<file path="config.mk">
export PLATFORM = sky130hd
export DESIGN_NAME = crbp_port
export DESIGN_NICKNAME = d
export VERILOG_FILES = /design/src/rtl/crbp_pkg.sv /design/src/rtl/crbp_port.sv /design/src/rtl/crbp_sync.sv
export VERILOG_INCLUDE_DIRS = /design/src /design/src/rtl
export SDC_FILE = /design/constraint.sdc
export NUM_CORES = 1
export LEC_CHECK = 0
export ABC_AREA = 1
export BUFFER_PORTS_ARGS = -buffer_cell sky130_fd_sc_hd__buf_2
export CORE_ASPECT_RATIO = 1.4
export CORE_MARGIN = 2
export CORE_UTILIZATION = 40
export CTS_BUF_LIST = sky130_fd_sc_hd__clkbuf_8
export CTS_CLUSTER_SIZE = 14
export DETAILED_ROUTE_END_ITERATION = 12
export GPL_TIMING_DRIVEN = 0
export RECOVER_POWER = 25
export SLEW_MARGIN = 25
export SYNTH_ARGS = -nofsm -noshare
export SYNTH_HDL_FRONTEND = slang
export SYNTH_SLANG_ARGS = --single-unit
</file>
<file path="constraint.sdc">
create_clock -name clk -period 2.6 [get_ports clk]
set_input_delay 0.39 -clock clk [delete_from_list [all_inputs] [get_ports clk]]
set_output_delay 0.39 -clock clk [all_outputs]
set_load 0.01 [all_outputs]
</file>
<file path="src/rtl/crbp_consts.svh">
`ifndef CRBP_CONSTS_SVH
`define CRBP_CONSTS_SVH

// Register byte offsets
`define CRBP_REG_RESULT 4'h0
`define CRBP_REG_STATE 4'h4
`define CRBP_REG_CTRL 4'h8
`define CRBP_REG_STROBE 4'hc

// State register fields
`define CRBP_ST_MODE 0
`define CRBP_ST_BUSY 1
`define CRBP_ST_STATUS 2
`define CRBP_ST_TEST 3
`define CRBP_ST_NEW 4

// Control register fields and reset values
`define CRBP_CTRL_PORT_EN 0
`define CRBP_CTRL_RST 1'b1

// Byte split of the fourteen data lines
`define CRBP_LOW_LINES 8
`define CRBP_HIGH_LINES 6

// Load strobe timing
`define CRBP_CLK_MHZ 250
`define CRBP_LOAD_NS 40
`define CRBP_LOAD_CYC ((`CRBP_LOAD_NS * `CRBP_CLK_MHZ + 999) / 1000)

// Pin synchroniser reset image {mode, test_n, send, ce_load, low_sel_n, high_sel_n}
`define CRBP_SYNC_RST 6'h1f
`endif

</file>
<file path="src/rtl/crbp_pkg.sv">
package crbp_pkg;

    typedef struct packed {
        logic overrange;
        logic sign_flag;
        logic [11:0] magnitude;
    } crbp_result_t;

    typedef enum logic [1:0] {
        CRBP_AUTO_ZERO,
        CRBP_INTEGRATE,
        CRBP_DEINTEGRATE
    } crbp_phase_t;

    typedef struct packed {
        logic valid;
        crbp_phase_t phase;
        crbp_result_t result;
    } crbp_conv_t;

    typedef enum logic [2:0] {
        CRBP_HS_IDLE,
        CRBP_HS_HIGH_WAIT,
        CRBP_HS_HIGH_LOAD,
        CRBP_HS_LOW_WAIT,
        CRBP_HS_LOW_LOAD
    } crbp_hs_t;

    typedef struct packed {
        logic drive;
        logic oe;
    } crbp_pin_t;

endpackage : crbp_pkg

</file>
<file path="src/rtl/crbp_port.sv">
// The placing of the registers and register access over Avalon-MM were decided locally.
`timescale 1ns/100ps
`include "crbp_consts.svh"
module crbp_port (
    // Clock and reset
    input wire logic clk,
    input wire logic rst,
    // Avalon-MM slave
    input wire logic [3:0] address,
    input wire logic read,
    input wire logic write,
    input wire logic [31:0] writedata,
    input wire logic [3:0] byteenable,
    output logic [31:0] readdata,
    output logic waitrequest,
    // Converter core, same clock
    input wire crbp_pkg::crbp_conv_t conv,
    // Mode, test and send pins
    input wire logic mode_pin,
    input wire logic test_n_pin,
    input wire logic send_pin,
    // Status pin
    output logic status_pin,
    // Chip enable / load strobe pin
    input wire logic ce_load_pin,
    output crbp_pkg::crbp_pin_t ce_load,
    // Byte select / flag pins
    input wire logic low_byte_select_n_pin,
    output crbp_pkg::crbp_pin_t low_byte_select_n,
    input wire logic high_byte_select_n_pin,
    output crbp_pkg::crbp_pin_t high_byte_select_n,
    // Data lines: [11:0] magnitude, [12] sign, [13] overrange
    output logic [13:0] result_lines,
    output logic [13:0] result_lines_oe
);
    import crbp_pkg::*;

    function automatic logic [31:0] merge_bytes(input logic [31:0] old, input logic [31:0] data,
                                                 input logic [3:0] be);
        logic [31:0] res;
        res = old;
        for (int i = 0; i < 4; i++) begin
            if (be[i]) begin
                res[i*8 +: 8] = data[i*8 +: 8];
            end
        end
        return res;
    endfunction : merge_bytes

    // Pin synchronisers
    logic [5:0] pins_s;
    logic mode_s;
    logic test_n_s;
    logic send_s;
    logic ce_s;
    logic low_sel_n_s;
    logic high_sel_n_s;

    // Mode pulses shorter than a clock can slip past the sampler
    crbp_sync #(
        .W(6),
        .RST_VAL(`CRBP_SYNC_RST)
    ) u_sync (
        .clk(clk),
        .rst(rst),
        .async_level({mode_pin, test_n_pin, send_pin, ce_load_pin, low_byte_select_n_pin, high_byte_select_n_pin}),
        .synced(pins_s)
    );

    assign {mode_s, test_n_s, send_s, ce_s, low_sel_n_s, high_sel_n_s} = pins_s;

    // Bus and register state
    logic port_en;
    logic next_port_en;
    logic [7:0] strobe_cycles;
    logic [7:0] next_strobe_cycles;
    logic result_new;
    logic next_result_new;
    crbp_result_t result;
    crbp_result_t next_result;
    logic [31:0] next_readdata;
    logic next_waitrequest;
    logic wr_take;
    logic [31:0] ctrl_word;
    logic [31:0] strobe_word;
    logic [31:0] ctrl_merged;
    logic [31:0] strobe_merged;

    // Handshake state
    crbp_hs_t hs_state;
    crbp_hs_t next_hs_state;
    logic [7:0] hs_cnt;
    logic [7:0] next_hs_cnt;
    crbp_result_t hs_data;
    crbp_result_t next_hs_data;
    logic mode_prev;
    logic next_mode_prev;
    logic hs_start;
    logic load_done;

    // Pin output state
    logic next_status;
    crbp_pin_t next_ce_load;
    crbp_pin_t next_low_sel;
    crbp_pin_t next_high_sel;
    logic [13:0] next_lines;
    logic [13:0] next_lines_oe;

    // Write lands at the edge that ends the cycle after the wait state
    assign wr_take = write && !waitrequest;
    assign ctrl_word = {31'h0, port_en};
    assign strobe_word = {24'h0, strobe_cycles};
    assign ctrl_merged = merge_bytes(ctrl_word, writedata, byteenable);
    assign strobe_merged = merge_bytes(strobe_word, writedata, byteenable);

    // Bus: request held one cycle under waitrequest, answered on the next
    always_comb begin
        next_waitrequest = 1'b1;
        next_readdata = readdata;
        next_port_en = port_en;
        next_strobe_cycles = strobe_cycles;
        next_result = result;
        next_result_new = result_new;
        if ((read || write) && waitrequest) begin
            next_waitrequest = 1'b0;
            next_readdata = 32'h0;
            if (read) begin
                unique case (address)
                    `CRBP_REG_RESULT: next_readdata = {18'h0, result};
                    `CRBP_REG_STATE: begin
                        next_readdata[`CRBP_ST_MODE] = mode_s;
                        next_readdata[`CRBP_ST_BUSY] = hs_state != CRBP_HS_IDLE;
                        next_readdata[`CRBP_ST_STATUS] = status_pin;
                        next_readdata[`CRBP_ST_TEST] = !test_n_s;
                        next_readdata[`CRBP_ST_NEW] = result_new;
                    end
                    `CRBP_REG_CTRL: next_readdata = ctrl_word;
                    `CRBP_REG_STROBE: next_readdata = strobe_word;
                    default: next_readdata = 32'h0;
                endcase
            end
        end
        if (wr_take) begin
            unique case (address)
                `CRBP_REG_CTRL: next_port_en = ctrl_merged[`CRBP_CTRL_PORT_EN];
                `CRBP_REG_STROBE: next_strobe_cycles = strobe_merged[7:0];
                `CRBP_REG_STATE: begin
                    if (byteenable[0] && writedata[`CRBP_ST_NEW]) begin
                        next_result_new = 1'b0;
                    end
                end
                default: next_port_en = port_en;
            endcase
        end
        // Latch wins over a software clear in the same cycle
        if (conv.valid) begin
            next_result = conv.result;
            next_result_new = 1'b1;
        end
    end

    always_ff @(posedge clk) begin
        if (rst) begin
            waitrequest <= 1'b1;
            readdata <= 32'h0;
            port_en <= `CRBP_CTRL_RST;
            strobe_cycles <= 8'(`CRBP_LOAD_CYC);
            result <= '0;
            result_new <= 1'b0;
        end else begin
            waitrequest <= next_waitrequest;
            readdata <= next_readdata;
            port_en <= next_port_en;
            strobe_cycles <= next_strobe_cycles;
            result <= next_result;
            result_new <= next_result_new;
        end
    end

    // Handshake sequencer
    assign hs_start = (mode_s && !mode_prev) || (mode_s && conv.valid);
    // Zero length behaves as one so a load strobe never vanishes
    assign load_done = ({1'b0, hs_cnt} + 9'h001) >= {1'b0, strobe_cycles};

    always_comb begin
        next_hs_state = hs_state;
        next_hs_cnt = hs_cnt;
        next_hs_data = hs_data;
        next_mode_prev = mode_s;
        unique case (hs_state)
            CRBP_HS_IDLE: begin
                if (hs_start) begin
                    // A result latched in this cycle goes out, not the stale one
                    next_hs_data = conv.valid ? conv.result : result;
                    next_hs_state = CRBP_HS_HIGH_WAIT;
                end
            end
            CRBP_HS_HIGH_WAIT: begin
                next_hs_cnt = 8'h00;
                if (send_s) begin
                    next_hs_state = CRBP_HS_HIGH_LOAD;
                end
            end
            CRBP_HS_HIGH_LOAD: begin
                next_hs_cnt = hs_cnt + 8'h01;
                if (load_done) begin
                    next_hs_state = CRBP_HS_LOW_WAIT;
                end
            end
            CRBP_HS_LOW_WAIT: begin
                next_hs_cnt = 8'h00;
                if (send_s) begin
                    next_hs_state = CRBP_HS_LOW_LOAD;
                end
            end
            CRBP_HS_LOW_LOAD: begin
                next_hs_cnt = hs_cnt + 8'h01;
                if (load_done) begin
                    next_hs_state = CRBP_HS_IDLE;
                end
            end
        endcase
    end

    always_ff @(posedge clk) begin
        if (rst) begin
            hs_state <= CRBP_HS_IDLE;
            hs_cnt <= 8'h00;
            hs_data <= '0;
            mode_prev <= 1'b0;
        end else begin
            hs_state <= next_hs_state;
            hs_cnt <= next_hs_cnt;
            hs_data <= next_hs_data;
            mode_prev <= next_mode_prev;
        end
    end

    // Pin drivers, all registered so the pads see no decode glitches
    always_comb begin
        next_status = (conv.phase != CRBP_AUTO_ZERO) && !conv.valid;
        next_ce_load = '{drive: 1'b1, oe: 1'b0};
        next_low_sel = '{drive: 1'b1, oe: 1'b0};
        next_high_sel = '{drive: 1'b1, oe: 1'b0};
        next_lines = {result.overrange, result.sign_flag, result.magnitude};
        next_lines_oe = 14'h0;
        if (hs_state != CRBP_HS_IDLE || mode_s) begin
            // Control pins turn round as outputs, idle high
            next_ce_load.oe = 1'b1;
            next_low_sel.oe = 1'b1;
            next_high_sel.oe = 1'b1;
            next_lines = {hs_data.overrange, hs_data.sign_flag, hs_data.magnitude};
            unique case (hs_state)
                CRBP_HS_HIGH_WAIT: begin
                    next_high_sel.drive = 1'b0;
                    next_lines_oe[13:8] = {`CRBP_HIGH_LINES{port_en}};
                end
                CRBP_HS_HIGH_LOAD: begin
                    next_high_sel.drive = 1'b0;
                    next_ce_load.drive = 1'b0;
                    next_lines_oe[13:8] = {`CRBP_HIGH_LINES{port_en}};
                end
                CRBP_HS_LOW_WAIT: begin
                    next_low_sel.drive = 1'b0;
                    next_lines_oe[7:0] = {`CRBP_LOW_LINES{port_en}};
                end
                CRBP_HS_LOW_LOAD: begin
                    next_low_sel.drive = 1'b0;
                    next_ce_load.drive = 1'b0;
                    next_lines_oe[7:0] = {`CRBP_LOW_LINES{port_en}};
                end
                CRBP_HS_IDLE: next_lines_oe = 14'h0;
            endcase
        end else if (!ce_s) begin
            next_lines_oe[7:0] = {`CRBP_LOW_LINES{port_en && !low_sel_n_s}};
            next_lines_oe[13:8] = {`CRBP_HIGH_LINES{port_en && !high_sel_n_s}};
        end
        if (!test_n_s) begin
            // Drivers forced on so the forced level is seen on every line
            next_lines = 14'h3fff;
            next_lines_oe = 14'h3fff;
        end
    end

    always_ff @(posedge clk) begin
        if (rst) begin
            status_pin <= 1'b0;
            ce_load <= '{drive: 1'b1, oe: 1'b0};
            low_byte_select_n <= '{drive: 1'b1, oe: 1'b0};
            high_byte_select_n <= '{drive: 1'b1, oe: 1'b0};
            result_lines <= 14'h0;
            result_lines_oe <= 14'h0;
        end else begin
            status_pin <= next_status;
            ce_load <= next_ce_load;
            low_byte_select_n <= next_low_sel;
            high_byte_select_n <= next_high_sel;
            result_lines <= next_lines;
            result_lines_oe <= next_lines_oe;
        end
    end
endmodule : crbp_port

</file>
<file path="src/rtl/crbp_sync.sv">
`timescale 1ns/100ps
module crbp_sync #(
    parameter int W = 6,
    parameter logic [W-1:0] RST_VAL = '0
) (
    // Clock and reset
    input wire logic clk,
    input wire logic rst,
    // Pins
    input wire logic [W-1:0] async_level,
    output logic [W-1:0] synced
);
    logic [W-1:0] first_stage;
    logic [W-1:0] next_first_stage;
    logic [W-1:0] next_synced;

    always_comb begin
        next_first_stage = async_level;
        next_synced = first_stage;
    end

    always_ff @(posedge clk) begin
        if (rst) begin
            first_stage <= RST_VAL;
            synced <= RST_VAL;
        end else begin
            first_stage <= next_first_stage;
            synced <= next_synced;
        end
    end
endmodule : crbp_sync

</file>
Yosys cells after proc, flatten, opt, wreduce, memory -nomap -nowiden
Cells that the tools add are included.
- word-level logic and storage cells: 105
- input port bits: 67
- register bits: 130
- output and inout port bits: 68
- add/sub/neg operators: 2
- equality and inequality tests: 12
- bitwise operators: 1
- $lt $le $gt $ge: 1
- muxes and demuxes: 29
- reductions and logical operators: 35
- operator list (operator ; number):
    14-bit two-way mux ; 7
    5-bit one-hot mux with 4 select lines ; 1
    9-bit one-hot mux with 2 select lines ; 1
    8-bit one-hot mux with 2 select lines ; 1
    3-bit two-way mux ; 5
    3-bit one-hot mux with 5 select lines ; 1
    1-bit two-way mux ; 11
    2-bit nonzero test ; 5
    2-bit OR reduction ; 5
    8-bit by 1-bit adder with 9-bit output, second input constant ; 1
    9-bit by 8-bit >= comparator with 1-bit output ; 1
    3-bit AND reduction ; 3
    8-bit by 1-bit adder with 8-bit output, second input constant ; 1
    4-bit equality test, second input constant ; 2
    1-bit logical AND ; 8
    8-bit two-way mux ; 1
    3-bit by 2-bit equality test with 1-bit output, second input constant ; 2
    1-bit zero test ; 6
    6-bit two-way mux ; 1
    2-bit inequality test, second input constant ; 3
    5-bit AND reduction ; 1
    4-bit by 3-bit equality test with 1-bit output, second input constant ; 1
    4-bit zero test ; 1
    2-bit by 1-bit inequality test with 1-bit output, second input constant ; 2
    other kinds (7) ; 9

Depth between registers and ports, before layout
- depth after elaboration: 5
- mapped depth: 16
- gate-level depth less buffers: 16

Cells and area by module
A second synthesis with hierarchy kept.
- cell total of the unflattened synthesis: 554
- area total of the unflattened synthesis: 4250.3 um^2
- modules (own cells, without submodules) (module ; instances ; cells an instance ; area an instance (um^2)):
    crbp_port ; 1 ; 517 ; 3913.8
    crbp_sync ; 1 ; 37 ; 336.6

Worst setup path after synthesis
No wires, ideal clock.
- path kind: flip-flop to flip-flop
- start point: reg hs_cnt[0]
- end point: reg hs_state[1]
- data required time: 2.485 ns
- setup slack: 0.604 ns
- stages on the path, launching flop included: 16
- arrival: 1.881 ns
- clock period less this slack: 1.996 ns
- path buffers: 0
- setup time: 0.115 ns
- path through: dfxtp_1 ha_1 nand2_1 nor2_4 xor2_1 ha_1 nand2_1 inv_1 nand2_1 nand3_1 nand2_1 nand2_1 nand2_1 nand2_1 a21oi_1 nor2_1
- cells in the longest elaborated chain, start to end: 4
- elaborated cells on any way between the ends: 5
- those cells by class: add/sub (1); order compare (1); eq/ne (2); reduce/logical (1)
- RTL lines (item ; line ; text):
    start: declaration ; crbp_port.sv:92 ; logic [7:0] hs_cnt;
    start signal: assignment ; crbp_port.sv:233 ; hs_cnt <= next_hs_cnt;
    8-bit by 1-bit adder with 9-bit output * ; crbp_port.sv:183 ; assign load_done = ({1'b0, hs_cnt} + 9'h001) >= {1'b0, strobe_cycles};
    9-bit by 8-bit >= comparator with 1-bit output * ; crbp_port.sv:183 ;
    2-bit inequality test (no source line) ; -- ;
    5-bit AND reduction (no source line) * ; -- ;
    end signal: assignment ; crbp_port.sv:232 ; hs_state <= next_hs_state;
    end: declaration ; crbp_port.sv:90 ; crbp_hs_t hs_state;
Every way passes the cells marked *; elsewhere a longest branch is shown, timed or not.
A chain may end at the register's enable or synchronous reset.

Worst setup path in the final report
Same ends and word-level chain as after synthesis.

==> impl_metrics.yaml <==
grt:
  gr-total-overflow: 0
  grt_use_total_pct: 19.8
  grt_antenna_before_repair: 0
  grt_first_pass_wirelength_mm: 18.4
  grt_pass1_vias: 3718
  grt_max_degree: 17
timing:
  relSlewSlack_pct: 61.4
  clock_skew_ns: 0.00854
  min_period_ns: 2.31
  max_freq_mhz: 432
  setup_tns_ns: 0
  slew_violations: 0
  hold_violations: 0
  fin_crit_sh_pct: 89.0
  rsz0062_at_grt: "false"
  setup_viol: 0
  worst_pin_slew_ns: 0.579
yosys:
  avgSynthCellArea_um2: 8.02
  ys_types: 44
  ys_seq_area_share_pct: 44.2
  ys_seq_elements: 98
  synth_ff_type: "dfxtp_1"
  synth_area_leaders: "dfxtp_1 (44%), nand2_1 (9.6%), buf_4 (6.1%), a21oi_1 (5.5%), inv_1 (5.2%)"
  syn_area_mm2: 0.00444
  synth.top_cell.area_share_pct: 44.2
  postSynthCellCount: 553
  yosysTopAreaCell: "dfxtp_1"
  synthArstFlopShare_pct: 0
  synth_edf_count: 0
  synth_warnings: 0
clocking:
  postCtsResizedCells: 0
  cts_sinks: 98
  ctsHtreeMaxLevel: 3
  clkTransAtPathRegs_ns: 0.10
  ctsRootBufferMaster: "clkbuf_8"
  post_cts_buffers: 0
  cts_buffers: 9
  cts_buffer_depth: 2
  clock_latency_ns: 0.38
  hold_buffers: 0
  cts_tree: "yes"
final_layout:
  fin_nets: 744
  area_delta_synth_final_pct: 20.1
  diodes: 0
  fin_area_mm2: 0.00533
  final_cell_mix: "nand2_1 (113), dfxtp_1 (98), buf_2 (92)"
  drive_above_1_share_pct: 28.1
  final_cells: 814
  fillers: 1084
  final_common_cell: "nand2_1"
critical_path:
  crit_cells: 15
  cp_cell_sequence: "ha_1 -> nand2_1 -> nor2_4 -> xor2_1 -> ha_1 -> nand2_1 -> inv_1 -> nand2_1 -> nand3_1 -> nand2_1 -> nand2_1 -> nand2_1 -> nand2_1 -> a21oi_1 -> nor2_1"
  crit_type: "flop to flop"
  path_buf_inv: 1
  critPathMaxFanout: 5
  crit_family: "simple AND/OR/NAND/NOR gates"
  r2r_setup_slack_ns: 0.29
  crit_path_start: "hs_cnt[0]$_SDFFE_PP0P_"
  cp_slowest_cell: "dfxtp_1"
  crit_top_cell: "nand2_1"
  crit_path_end_kind: "flop"
  cp.arrival_ns: 2.59
  required_ns: 2.88
  cp-endpoint: "hs_state[1]$_SDFFE_PP0P_"
  slowest_delay_ns: 0.44
  crit_path_start_kind: "flop"
  r2r_start: "hs_cnt[0]$_SDFFE_PP0P_"
  ff2ff_path_depth: 15
  r2r_end: "hs_state[1]$_SDFFE_PP0P_"
outcome:
  run_status: "finished clean"
drt:
  drt-total-wl_mm: 11.6
  first_pass_iters: 5
  ant_nets: 0
  viasPerCell: 4.81
  detail_route.wl_per_cell_um: 14.2
  drc: 0
  vias: 3914
  drt_iter0_markers: 244
power:
  power_per_cell_area_mw_per_mm2: 740
  p_leak_nw: 2.59
  irDropWorstVdd_v: 0.000370
die:
  io_pins: 135
  fp.dieArea_mm2: 0.0120
  core_mm2: 0.0108
  die_h_um: 129
  rows: 45
  start_util_pct: 41.0
  die-width_um: 93.0
flow_run:
  max_cap_viol_count: 0
place:
  place_congestion: 0.847
  dp.cells: 798
  hpwlAfterDp_mm: 8.87
  placed_area_mm2: 0.00511
  port_buffers: 87
hold_path:
  hp-class: "input pin to flop"
[routing by layer]
layer,up-vias,track usage (%),part of all wire [%]
li1,1979,-,-
met1,1821,22.4,39
met3,20,2.69,3.9
met4,0,8.65,2.2
met2,94,36.8,55
met5,-,0,0
[power by group]
group | leakage, nW | internal [mW] | switching (mW)
logic | 1.68 | 0.440 | 0.674
registers | 0.802 | 1.63 | 0.0756
clock network | 0.114 | 0.570 | 0.555
[through the flow]
stage	total power, mW	setup slack [ns]	hold slack, ns	util [%]
global placement	2.84	0.358	0.394	47.3
CTS	3.95	0.305	0.178	49.4
floorplan	2.49	0.604	0.388	-
detailed placement	2.85	0.310	0.394	47.3
global route	4.15	0.00456	0.180	49.3
finish	3.94	0.287	0.190	49.3
[synthesized netlist by cell type (all sizes together), types with 3 or more instances]
| master | instances |
|---|---|
| dfxtp | 98 |
| a31o | 5 |
| a311oi | 14 |
| o22ai | 4 |
| a21oi | 51 |
| nand2 | 116 |
| nor3 | 3 |
| ha | 9 |
| o21ai | 29 |
| or2 | 11 |
| nor2 | 43 |
| xor2 | 5 |
| nand3 | 16 |
| o221ai | 3 |
| nand4 | 4 |
| o211ai | 3 |
| mux2i | 8 |
| inv | 66 |
| buf | 50 |
| clkbuf | 7 |
[worst min path at each step]
| stage | from | to | slack (ns) | cells after the start |
|---|---|---|---|---|
| 4_1_cts | send_pin | u_sync.first_stage[3]$_SDFF_PP1_ | 0.18 | 2 |
| 5_1_grt | test_n_pin | u_sync.first_stage[4]$_SDFF_PP1_ | 0.18 | 2 |
| 3_3_place_gp | u_sync.first_stage[0]$_SDFF_PP1_ | u_sync.synced[0]$_SDFF_PP1_ | 0.39 | 1 |
| 2_1_floorplan | u_sync.first_stage[5]$_SDFF_PP0_ | u_sync.synced[5]$_SDFF_PP0_ | 0.39 | 2 |
| 6_report | send_pin | u_sync.first_stage[3]$_SDFF_PP1_ | 0.19 | 2 |
| 3_5_place_dp | u_sync.first_stage[5]$_SDFF_PP0_ | u_sync.synced[5]$_SDFF_PP0_ | 0.39 | 2 |
[layout make-up]
type,count,area [um2],share of cell area [%]
multi-input combinational,349,1890,35.5
sequential,98,1960,36.8
clock inverter,6,88.8,1.67
inverter,66,250,4.70
clock buffer,10,138,2.58
timing repair buffer,87,434,8.15
tap,141,176,3.31
buffer,57,387,7.26
[state kept, by name, summed over array words and instances (netlist names), 2 cells and up]
register,flops
hs_data,14
strobe_cycles,8
u_sync.first_stage,6
hs_cnt,8
high_byte_select_n,2
result_lines,14
hs_state,3
result,14
u_sync.synced,6
result_lines_oe,2
readdata,14
[logic make-up after synthesis]
kind of cell	synth area share, %
compound gates	16.0
xor+xnor	1.16
other cells	0.0845
mux	1.81
buf+inv	14.4
simple gates	19.8
fa+ha+maj	2.54
flops	44.2
Note: power is estimated with default switching activity, not from simulation.
